===== src/rtl/las_pkg.sv =====
package las_pkg;
  localparam int DW = 16;
  localparam int NEV = 5;
  localparam int NAL = 6;
  // register byte addresses
  localparam logic [7:0] REG_CTRL = 8'h00;
  localparam logic [7:0] REG_CMD = 8'h04;
  localparam logic [7:0] REG_VPROT = 8'h08;
  localparam logic [7:0] REG_APROT = 8'h0C;
  localparam logic [7:0] REG_WPROT = 8'h10;
  localparam logic [7:0] REG_EVTHR0 = 8'h14;
  localparam logic [7:0] REG_EVACT = 8'h28;
  localparam logic [7:0] REG_STATUS = 8'h2C;
  localparam logic [7:0] REG_PROF = 8'h30;
  // control and command bit positions
  localparam int CTRL_SOUND = 0;
  localparam int CTRL_MSMODE = 1;
  localparam int CMD_ACK = 0;
  localparam int CMD_DCON = 1;
  localparam int CMD_DCOFF = 2;
  localparam int CMD_REINIT = 3;
  localparam int CMD_LOAD = 4;
  localparam int CMD_SAVE = 5;
  localparam int CMD_PIDX = 8;
  // status field positions
  localparam int ST_PEND = 0;
  localparam int ST_COND = 8;
  localparam int ST_EVFLAG = 16;
  localparam int ST_DCON = 24;
  // alarm indices
  localparam int AL_VOLT = 0;
  localparam int AL_AMP = 1;
  localparam int AL_WATT = 2;
  localparam int AL_SUPPLY = 3;
  localparam int AL_HEAT = 4;
  localparam int AL_LINK = 5;
  // event indices
  localparam int EV_LOWV = 0;
  localparam int EV_HIGHV = 1;
  localparam int EV_LOWA = 2;
  localparam int EV_HIGHA = 3;
  localparam int EV_HIGHW = 4;
  // event actions
  localparam logic [1:0] ACT_NONE = 2'h0;
  localparam logic [1:0] ACT_SIGNAL = 2'h1;
  localparam logic [1:0] ACT_WARNING = 2'h2;
  localparam logic [1:0] ACT_ALARM = 2'h3;
  // protection defaults and ranges in percent of nominal
  localparam int PCT_VPROT = 103;
  localparam int PCT_APROT = 110;
  localparam int PCT_MAX = 110;
  localparam int PCT_EVW_MAX = 100;
  localparam int NOM_DEF = 16'h3E80;
  localparam int NPROF_DEF = 6;
  localparam int SYNC_W = 4;

  typedef struct packed {
    logic [DW-1:0] volt;
    logic [DW-1:0] amp;
    logic [DW-1:0] watt;
  } las_meas_t;

  typedef struct packed {
    logic [NEV-1:0][DW-1:0] thr;
    logic [NEV-1:0][1:0] act;
  } las_evcfg_t;

  // hardware alarm pins after synchronising
  typedef struct packed {
    logic slave_uninit;
    logic slave_lost;
    logic overheat;
    logic supply_fail;
  } las_hw_t;
endpackage : las_pkg


===== src/rtl/las_sync.sv =====
`timescale 1ns/1ns
module las_sync
  import las_pkg::*;
#(
  parameter int W = SYNC_W
)
(
  // clock and reset
  input wire logic clk,
  input wire logic rst,
  // levels
  input wire logic [W-1:0] d,
  output logic [W-1:0] q
);
  typedef struct packed {
    logic [W-1:0] s1;
    logic [W-1:0] s2;
  } las_sync_st_t;

  las_sync_st_t s_r;
  las_sync_st_t s_nxt;

  always_comb
  begin
    s_nxt = s_r;
    s_nxt.s1 = d;
    s_nxt.s2 = s_r.s1;
  end

  always_ff @(posedge clk or posedge rst)
  begin
    if (rst)
    begin
      s_r <= '0;
    end
    else
    begin
      s_r <= s_nxt;
    end
  end

  assign q = s_r.s2;
endmodule : las_sync


===== src/rtl/las_prof_store.sv =====
`timescale 1ns/1ns
module las_prof_store
  import las_pkg::*;
#(
  parameter int NPROF = NPROF_DEF
)
(
  // clock and reset
  input wire logic clk,
  input wire logic rst,
  // save port; slot 0 is the read-only default profile
  input wire logic wr_en,
  input wire logic [2:0] wr_idx,
  input wire las_evcfg_t wr_cfg,
  // load port
  input wire logic [2:0] rd_idx,
  output las_evcfg_t rd_cfg
);
  typedef struct packed {
    las_evcfg_t [NPROF-1:0] slot;
  } las_prof_st_t;

  las_prof_st_t s_r;
  las_prof_st_t s_nxt;

  always_comb
  begin
    s_nxt = s_r;
    if (wr_en && wr_idx != 3'h0 && int'(wr_idx) < NPROF)
    begin
      s_nxt.slot[wr_idx] = wr_cfg;
    end
  end

  // after reset every slot holds action none and zero thresholds
  always_ff @(posedge clk or posedge rst)
  begin
    if (rst)
    begin
      s_r <= '0;
    end
    else
    begin
      s_r <= s_nxt;
    end
  end

  assign rd_cfg = (int'(rd_idx) < NPROF) ? s_r.slot[rd_idx] : '0;
endmodule : las_prof_store


===== src/rtl/las_supervisor.sv =====
// Behaviour
// - an alarm turns the input off, lights the indicator, beeps if sound enabled
// - every alarm except the link alarm stays pending until acknowledged
// - acknowledge with the cause gone removes the indication
// - acknowledge with the cause present keeps it; another acknowledge needed later
// - voltage at or above its threshold raises an alarm and turns input off
// - current at or above its threshold alarms; threshold up to 1.1 times nominal
// - power at or above its threshold alarms; threshold up to 1.1 times nominal
// - default thresholds are 103% voltage, 110% current and power
// - overheat holds the input off only while the heat condition lasts
// - master mode alarms and turns off on a lost or uninitialised slave
// - link alarm clears only by leaving master mode or reinitialising
// - a setting chooses whether alarms and alarm-action events beep
// - after reset all event actions are none
// - events are evaluated only while the input is on
// - each event has its own threshold and one of four actions
// - low voltage event fires when voltage is below its threshold
// - high voltage event fires when voltage exceeds its threshold
// - low current event fires when current is below its threshold
// - high current event fires when current exceeds its threshold
// - high power event fires above its threshold, limited to nominal power
// - an event with action alarm turns the input off
// - event settings live per profile; selecting a profile loads them
// - signal posts a message; warning adds a warning pop-up, input stays on
// - alarm action posts message, alarm pop-up, beeps if enabled, input off
`timescale 1ns/1ns
module las_supervisor
  import las_pkg::*;
#(
  parameter int V_NOM = NOM_DEF,
  parameter int I_NOM = NOM_DEF,
  parameter int P_NOM = NOM_DEF,
  parameter int NPROF = NPROF_DEF
)
(
  // clock and reset
  input wire logic CORE_CLK,
  input wire logic RST,
  // register port
  input wire logic [7:0] ADDR,
  input wire logic [31:0] WR_DATA,
  input wire logic WR_STB,
  input wire logic RD_STB,
  output logic [31:0] RD_DATA,
  // measurement samples
  input wire logic MEAS_VLD,
  input wire las_meas_t MEAS,
  // hardware alarm pins
  input wire logic SUPPLY_FAIL,
  input wire logic OVERHEAT,
  input wire logic SLAVE_LOST,
  input wire logic SLAVE_UNINIT,
  // indications
  output logic DC_ENABLE,
  output logic ALARM_LED,
  output logic BEEP,
  output logic STATUS_MSG,
  output logic WARN_POPUP,
  output logic ALARM_POPUP,
  output logic [NAL-1:0] ALARM_FLAGS
);
  localparam logic [DW-1:0] VPROT_DEF = DW'(V_NOM * PCT_VPROT / 100);
  localparam logic [DW-1:0] APROT_DEF = DW'(I_NOM * PCT_APROT / 100);
  localparam logic [DW-1:0] WPROT_DEF = DW'(P_NOM * PCT_APROT / 100);
  localparam logic [DW-1:0] AMAX = DW'(I_NOM * PCT_MAX / 100);
  localparam logic [DW-1:0] WMAX = DW'(P_NOM * PCT_MAX / 100);
  localparam logic [DW-1:0] EVW_MAX = DW'(P_NOM * PCT_EVW_MAX / 100);

  typedef struct packed {
    logic sound;
    logic ms_mode;
    logic [2:0] prof;
    logic [DW-1:0] thr_v;
    logic [DW-1:0] thr_a;
    logic [DW-1:0] thr_w;
    las_evcfg_t ev;
    logic [NAL-1:0] cond;
    logic [NAL-1:0] pend;
    logic [NEV-1:0] evflag;
    logic dc_on;
    logic led;
    logic beep;
    logic msg;
    logic warn;
    logic apop;
    logic [31:0] rdata;
  } las_core_st_t;

  las_core_st_t s_r;
  las_core_st_t s_nxt;
  las_hw_t hw;
  las_evcfg_t prof_cfg;
  logic [NEV-1:0] ev_trig;
  logic ev_trip;
  logic wr_cmd;
  logic ack;
  logic reinit;
  logic [DW-1:0] wval;

  // pins are asynchronous to the core clock
  las_sync #(
    .W(SYNC_W)
  ) u_sync (
    .clk(CORE_CLK),
    .rst(RST),
    .d({SLAVE_UNINIT, SLAVE_LOST, OVERHEAT, SUPPLY_FAIL}),
    .q(hw)
  );

  las_prof_store #(
    .NPROF(NPROF)
  ) u_prof (
    .clk(CORE_CLK),
    .rst(RST),
    .wr_en(wr_cmd && WR_DATA[CMD_SAVE]),
    .wr_idx(WR_DATA[CMD_PIDX +: 3]),
    .wr_cfg(s_r.ev),
    .rd_idx(WR_DATA[CMD_PIDX +: 3]),
    .rd_cfg(prof_cfg)
  );

  assign wr_cmd = WR_STB && ADDR == REG_CMD;
  assign ack = wr_cmd && WR_DATA[CMD_ACK];
  assign reinit = wr_cmd && WR_DATA[CMD_REINIT];
  assign wval = WR_DATA[DW-1:0];

  // event comparisons against the live sample
  always_comb
  begin
    ev_trig = '0;
    ev_trig[EV_LOWV] = MEAS.volt < s_r.ev.thr[EV_LOWV];
    ev_trig[EV_HIGHV] = MEAS.volt > s_r.ev.thr[EV_HIGHV];
    ev_trig[EV_LOWA] = MEAS.amp < s_r.ev.thr[EV_LOWA];
    ev_trig[EV_HIGHA] = MEAS.amp > s_r.ev.thr[EV_HIGHA];
    ev_trig[EV_HIGHW] = MEAS.watt > s_r.ev.thr[EV_HIGHW];
  end

  always_comb
  begin
    s_nxt = s_r;
    ev_trip = 1'b0;
    s_nxt.rdata = '0;
    // register writes
    if (WR_STB)
    begin
      case (ADDR)
        REG_CTRL:
        begin
          s_nxt.sound = WR_DATA[CTRL_SOUND];
          s_nxt.ms_mode = WR_DATA[CTRL_MSMODE];
        end
        REG_VPROT: s_nxt.thr_v = wval;
        REG_APROT: s_nxt.thr_a = (wval > AMAX) ? AMAX : wval;
        REG_WPROT: s_nxt.thr_w = (wval > WMAX) ? WMAX : wval;
        REG_EVACT: s_nxt.ev.act = WR_DATA[2*NEV-1:0];
        default:
        begin
        end
      endcase
      for (int i = 0; i < NEV; i++)
      begin
        if (ADDR == REG_EVTHR0 + 8'(4 * i))
        begin
          s_nxt.ev.thr[i] = wval;
        end
      end
      if (ADDR == REG_EVTHR0 + 8'(4 * EV_HIGHW) && wval > EVW_MAX)
      begin
        s_nxt.ev.thr[EV_HIGHW] = EVW_MAX;
      end
    end
    // a profile switch replaces the whole working event set
    if (wr_cmd && WR_DATA[CMD_LOAD] && int'(WR_DATA[CMD_PIDX +: 3]) < NPROF)
    begin
      s_nxt.ev = prof_cfg;
      s_nxt.prof = WR_DATA[CMD_PIDX +: 3];
    end
    // voltage, current and power conditions refresh only on a new sample; pin conditions every cycle
    if (MEAS_VLD)
    begin
      s_nxt.cond[AL_VOLT] = MEAS.volt >= s_r.thr_v;
      s_nxt.cond[AL_AMP] = MEAS.amp >= s_r.thr_a;
      s_nxt.cond[AL_WATT] = MEAS.watt >= s_r.thr_w;
    end
    s_nxt.cond[AL_SUPPLY] = hw.supply_fail;
    s_nxt.cond[AL_HEAT] = hw.overheat;
    s_nxt.cond[AL_LINK] = s_r.ms_mode && (hw.slave_lost || hw.slave_uninit);
    // acknowledge clears only causes already gone; a live cause wins
    for (int i = 0; i < AL_LINK; i++)
    begin
      if (ack && !s_nxt.cond[i])
      begin
        s_nxt.pend[i] = 1'b0;
      end
      if (s_nxt.cond[i])
      begin
        s_nxt.pend[i] = 1'b1;
      end
    end
    // link alarm ignores acknowledge
    if (!s_r.ms_mode || reinit)
    begin
      s_nxt.pend[AL_LINK] = 1'b0;
    end
    if (s_nxt.cond[AL_LINK])
    begin
      s_nxt.pend[AL_LINK] = 1'b1;
    end
    // events: sticky flags, set wins over acknowledge
    if (ack)
    begin
      s_nxt.evflag = '0;
    end
    if (MEAS_VLD && s_r.dc_on)
    begin
      for (int i = 0; i < NEV; i++)
      begin
        if (ev_trig[i] && s_r.ev.act[i] != ACT_NONE)
        begin
          s_nxt.evflag[i] = 1'b1;
          if (s_r.ev.act[i] == ACT_ALARM)
          begin
            ev_trip = 1'b1;
          end
        end
      end
    end
    // input switching: any live cause holds it off, so overheat releases by itself
    if (wr_cmd && WR_DATA[CMD_DCOFF])
    begin
      s_nxt.dc_on = 1'b0;
    end
    else if (wr_cmd && WR_DATA[CMD_DCON])
    begin
      s_nxt.dc_on = 1'b1;
    end
    if ((|s_nxt.cond) || ev_trip)
    begin
      s_nxt.dc_on = 1'b0;
    end
    // indications
    s_nxt.led = |s_nxt.pend;
    s_nxt.msg = |s_nxt.evflag;
    s_nxt.warn = 1'b0;
    s_nxt.apop = 1'b0;
    for (int i = 0; i < NEV; i++)
    begin
      if (s_nxt.evflag[i] && s_nxt.ev.act[i] == ACT_WARNING)
      begin
        s_nxt.warn = 1'b1;
      end
      if (s_nxt.evflag[i] && s_nxt.ev.act[i] == ACT_ALARM)
      begin
        s_nxt.apop = 1'b1;
      end
    end
    s_nxt.beep = s_nxt.sound && (s_nxt.led || s_nxt.apop);
    // register reads, answer only in the following cycle
    if (RD_STB)
    begin
      case (ADDR)
        REG_CTRL: s_nxt.rdata = 32'({s_r.ms_mode, s_r.sound});
        REG_VPROT: s_nxt.rdata = 32'(s_r.thr_v);
        REG_APROT: s_nxt.rdata = 32'(s_r.thr_a);
        REG_WPROT: s_nxt.rdata = 32'(s_r.thr_w);
        REG_EVACT: s_nxt.rdata = 32'(s_r.ev.act);
        REG_PROF: s_nxt.rdata = 32'(s_r.prof);
        REG_STATUS:
        begin
          s_nxt.rdata[ST_PEND +: NAL] = s_r.pend;
          s_nxt.rdata[ST_COND +: NAL] = s_r.cond;
          s_nxt.rdata[ST_EVFLAG +: NEV] = s_r.evflag;
          s_nxt.rdata[ST_DCON] = s_r.dc_on;
        end
        default:
        begin
          for (int i = 0; i < NEV; i++)
          begin
            if (ADDR == REG_EVTHR0 + 8'(4 * i))
            begin
              s_nxt.rdata = 32'(s_r.ev.thr[i]);
            end
          end
        end
      endcase
    end
  end

  always_ff @(posedge CORE_CLK or posedge RST)
  begin
    if (RST)
    begin
      s_r <= '0;
      s_r.thr_v <= VPROT_DEF;
      s_r.thr_a <= APROT_DEF;
      s_r.thr_w <= WPROT_DEF;
    end
    else
    begin
      s_r <= s_nxt;
    end
  end

  assign RD_DATA = s_r.rdata;
  assign DC_ENABLE = s_r.dc_on;
  assign ALARM_LED = s_r.led;
  assign BEEP = s_r.beep;
  assign STATUS_MSG = s_r.msg;
  assign WARN_POPUP = s_r.warn;
  assign ALARM_POPUP = s_r.apop;
  assign ALARM_FLAGS = s_r.pend;
endmodule : las_supervisor


===== config.mk =====
export PLATFORM = sky130hd
export DESIGN_NAME = las_supervisor
export DESIGN_NICKNAME = d
export VERILOG_FILES = /design/src/rtl/las_pkg.sv /design/src/rtl/las_sync.sv /design/src/rtl/las_prof_store.sv /design/src/rtl/las_supervisor.sv
export SDC_FILE = /design/constraint.sdc
export NUM_CORES = 2
export LEC_CHECK = 0
export BUFFER_PORTS_ARGS = -buffer_cell sky130_fd_sc_hd__buf_2
export CAP_MARGIN = 20
export CORE_MARGIN = 1
export CORE_UTILIZATION = 35
export CTS_CLUSTER_DIAMETER = 80
export CTS_CLUSTER_SIZE = 20
export DETAILED_ROUTE_END_ITERATION = 12
export PLACE_DENSITY = 0.51
export SYNTH_ARGS = -nofsm -noshare
export SYNTH_HDL_FRONTEND = slang
export SYNTH_SLANG_ARGS = --single-unit

===== constraint.sdc =====
create_clock -name CORE_CLK -period 39.9 [get_ports CORE_CLK]
set_input_delay 3.99 -clock CORE_CLK [delete_from_list [all_inputs] [get_ports CORE_CLK]]
set_output_delay 3.99 -clock CORE_CLK [all_outputs]
set_load 0.05 [all_outputs]

==> results.tsv <==
metric	value	unit
sequential-to-total area share from yosys stat	53.1	%
Mapped Cells	3287	
status	complete, but fails checks	
Synth area leaders	dfrtp_1, mux2_2, o21ai_0, nand2_1, ha_1	
# Max-Cap Violations	0	
via count	24700	
post-CTS setup buffer count	0	
drt total wl	115000	microns
DR DRC count	10	
Avg Synthesized Cell Area	10.6	sq um
Tcrit/Tclk final	19.4	%
Setup violations, final	0	
Fin Hold WS	0.349	ns
clock tree from TritonCTS	done	
Detail Placement HPWL	74900	microns
flops & latches, synth	736	
root buffer selected by CTS	clkbuf_16	
Worst Tran Pin Value	1.13	ns
share of the synthesized area in the top cell type	52.2	%
Top Ports	141	
clk slew on worst S/H paths	0.09	ns
Iteration-0 DRC Markers	2385	
largest net degree at the start of global routing	161	
RSZ-0062 raised after global routing	no	
Worst Path Required	40.40	ns
CTS hold repair buffers	0	
Die X-Extent	317	microns
count of different cell masters after synthesis	73	
top cells by count, synth	dfrtp_1, nand2_1, o21ai_0	
total grt overflow	0	
PD cells	37.5	nW/um^2
top_reg_cell synth	dfrtp_1	
core area	98400	sq um
Mapped Area	34700	sq um
Initial Util	35.3	%
nets@finish	3390	
PostCTS Resize Cnt	0	
Worst-Skew Late Latency	0.64	ns
CP endpoint kind	register	
Via density	5.53	
critical path startpoint category	input pin	
asr flop ratio synth	100	%
RD Place Congestion	0.929	
share of cells above drive strength 1	15.7	%
Fill cells	9797	
Rel. slew slack	24.5	%
GRT Util Overall	23.1	%
most common cell in the netlist	dfrtp_1	
port buffer count	114	
synth-to-layout area growth	7.68	%
Critical Setup Path Class	input pin to register	
standard-cell rows	115	
H-tree levels	2	
vias in the first global route	24600	
worst vdd ir	0.0274	mV
number of synthesized flops with an enable pin	0	
global-route wire length before repair	171000	microns
Routed Antenna Nets	0	
clock buffer depth	3	
CTS Buf Count	47	
antenna violations before repair	15	
Leak	16.6	nW
worst hold path type	register to register	
Max Clock Freq	129	MHz
crit path DAT	8.25	ns
YS warnings	0	
minimum clock period	7.75	ns
Setup Skew	0.0334	ns
final setup TNS	0	ns
failing checks	DRC	
Die H	317	microns
area leader, netlist	dfrtp_1	
Final Hold Viols	0	
max-slew violation count	0	
Wirelength per Cell	25.7	microns
die area	101000	sq um
crit path max fanout	68	
clock sink count	736	
First-pass DRT Iterations	11	
==> registers in the layout, summed over array words and instances (netlist names) <==
signal and cells:
WARN_POPUP 1, RD_DATA 22, STATUS_MSG 1, u_prof.s_r 540, ALARM_POPUP 1, ALARM_FLAGS 6
s_r 154, DC_ENABLE 1, BEEP 1, u_sync.q 4, u_sync.s_nxt 4, ALARM_LED 1
==> final timing paths <==
check / startpoint / end / slack, ns / cells after the start
max in group asynchronous: RST / u_prof.s_r[483] / 34.09 / 4
worst min register to register: u_sync.s_nxt[3] / u_sync.q[3] / 0.35 / 0
worst max-delay path: WR_DATA[10] / BEEP / 32.15 / 10
min in group asynchronous: RST / u_prof.s_r[231] / 3.51 / 2
worst max register to register: s_r[93] / BEEP / 36.24 / 11
worst min-delay path: u_sync.s_nxt[3] / u_sync.q[3] / 0.35 / 0
==> critical path: stages <==
cell	delay, ns
buf_6	0.64
buf_4	0.73
nor2b_4	0.24
buf_4	0.28
a22o_1	0.25
a2111oi_0	0.91
a21oi_1	0.19
a32oi_1	0.29
nand4_1	0.24
o41a_1	0.43
==> report_power, final <==
group          switching, mW  internal, mW  total (mW)
logic                 0.0878        0.0318       0.120
clock network          0.276         0.233       0.508
registers             0.0193         0.757       0.776
total                  0.383          1.02        1.40
==> layout make-up <==
type	instances	area, sq um	share of cell area, %
inverters	201	762	2.04
well taps	1287	1610	4.31
repair buffers	165	1020	2.73
clock inverters	12	116	0.311
flip-flops and latches	736	18400	49.3
diodes	3	7.51	0.0201
multi-input cells	2016	14200	37.9
clock buffers	57	1290	3.44
==> cells in the final DEF, fill, tap and decap left out, drive strengths merged, types with 17 or more instances in the layout <==
master	synthesis	final
dfrtp	725	725
nand2	450	450
o21ai	388	388
inv	201	207
mux2	185	185
buf	98	165
o22ai	133	133
ha	126	126
nor2	118	118
a21oi	117	117
mux2i	75	75
mux4	68	68
a22oi	68	68
clkbuf	245	57
a221oi	25	25
o221ai	21	21
a31oi	21	21
a211oi	17	17
nand3	17	17
==> layer usage <==
layer	part of all wire, %	up-vias	GRT usage, %
li1	-	11200	-
met5	0.12	-	0
met3	6.7	178	4.24
met2	44	761	35.0
met4	2.6	22	6.16
met1	46	12500	33.8
==> kinds of logic after synthesis <==
group,after synthesis,synth area share (%)
AOI/OAI and AO/OA,870,15.0
adders and majority gates,126,4.54
buffers and inverters,544,6.46
DFF,736,53.1
muxes,328,12.6
other,1,0.0108
and+or+nand+nor,682,8.32
==> per-stage QoR <==
step	cell area, sq um	setup slack, ns	utilization, %	total power, mW	std cells
after CTS	37400	32.28	38.0	1.42	4473
final	37400	32.15	38.0	1.40	4477
after detailed placement	36000	31.62	36.6	0.910	4404
after floorplan	34800	15.28	-	0.854	3296
after global placement	36000	31.61	36.5	0.909	4403
after global routing	37400	32.08	38.0	1.45	4475
Note: power is estimated with default switching activity, not from simulation.
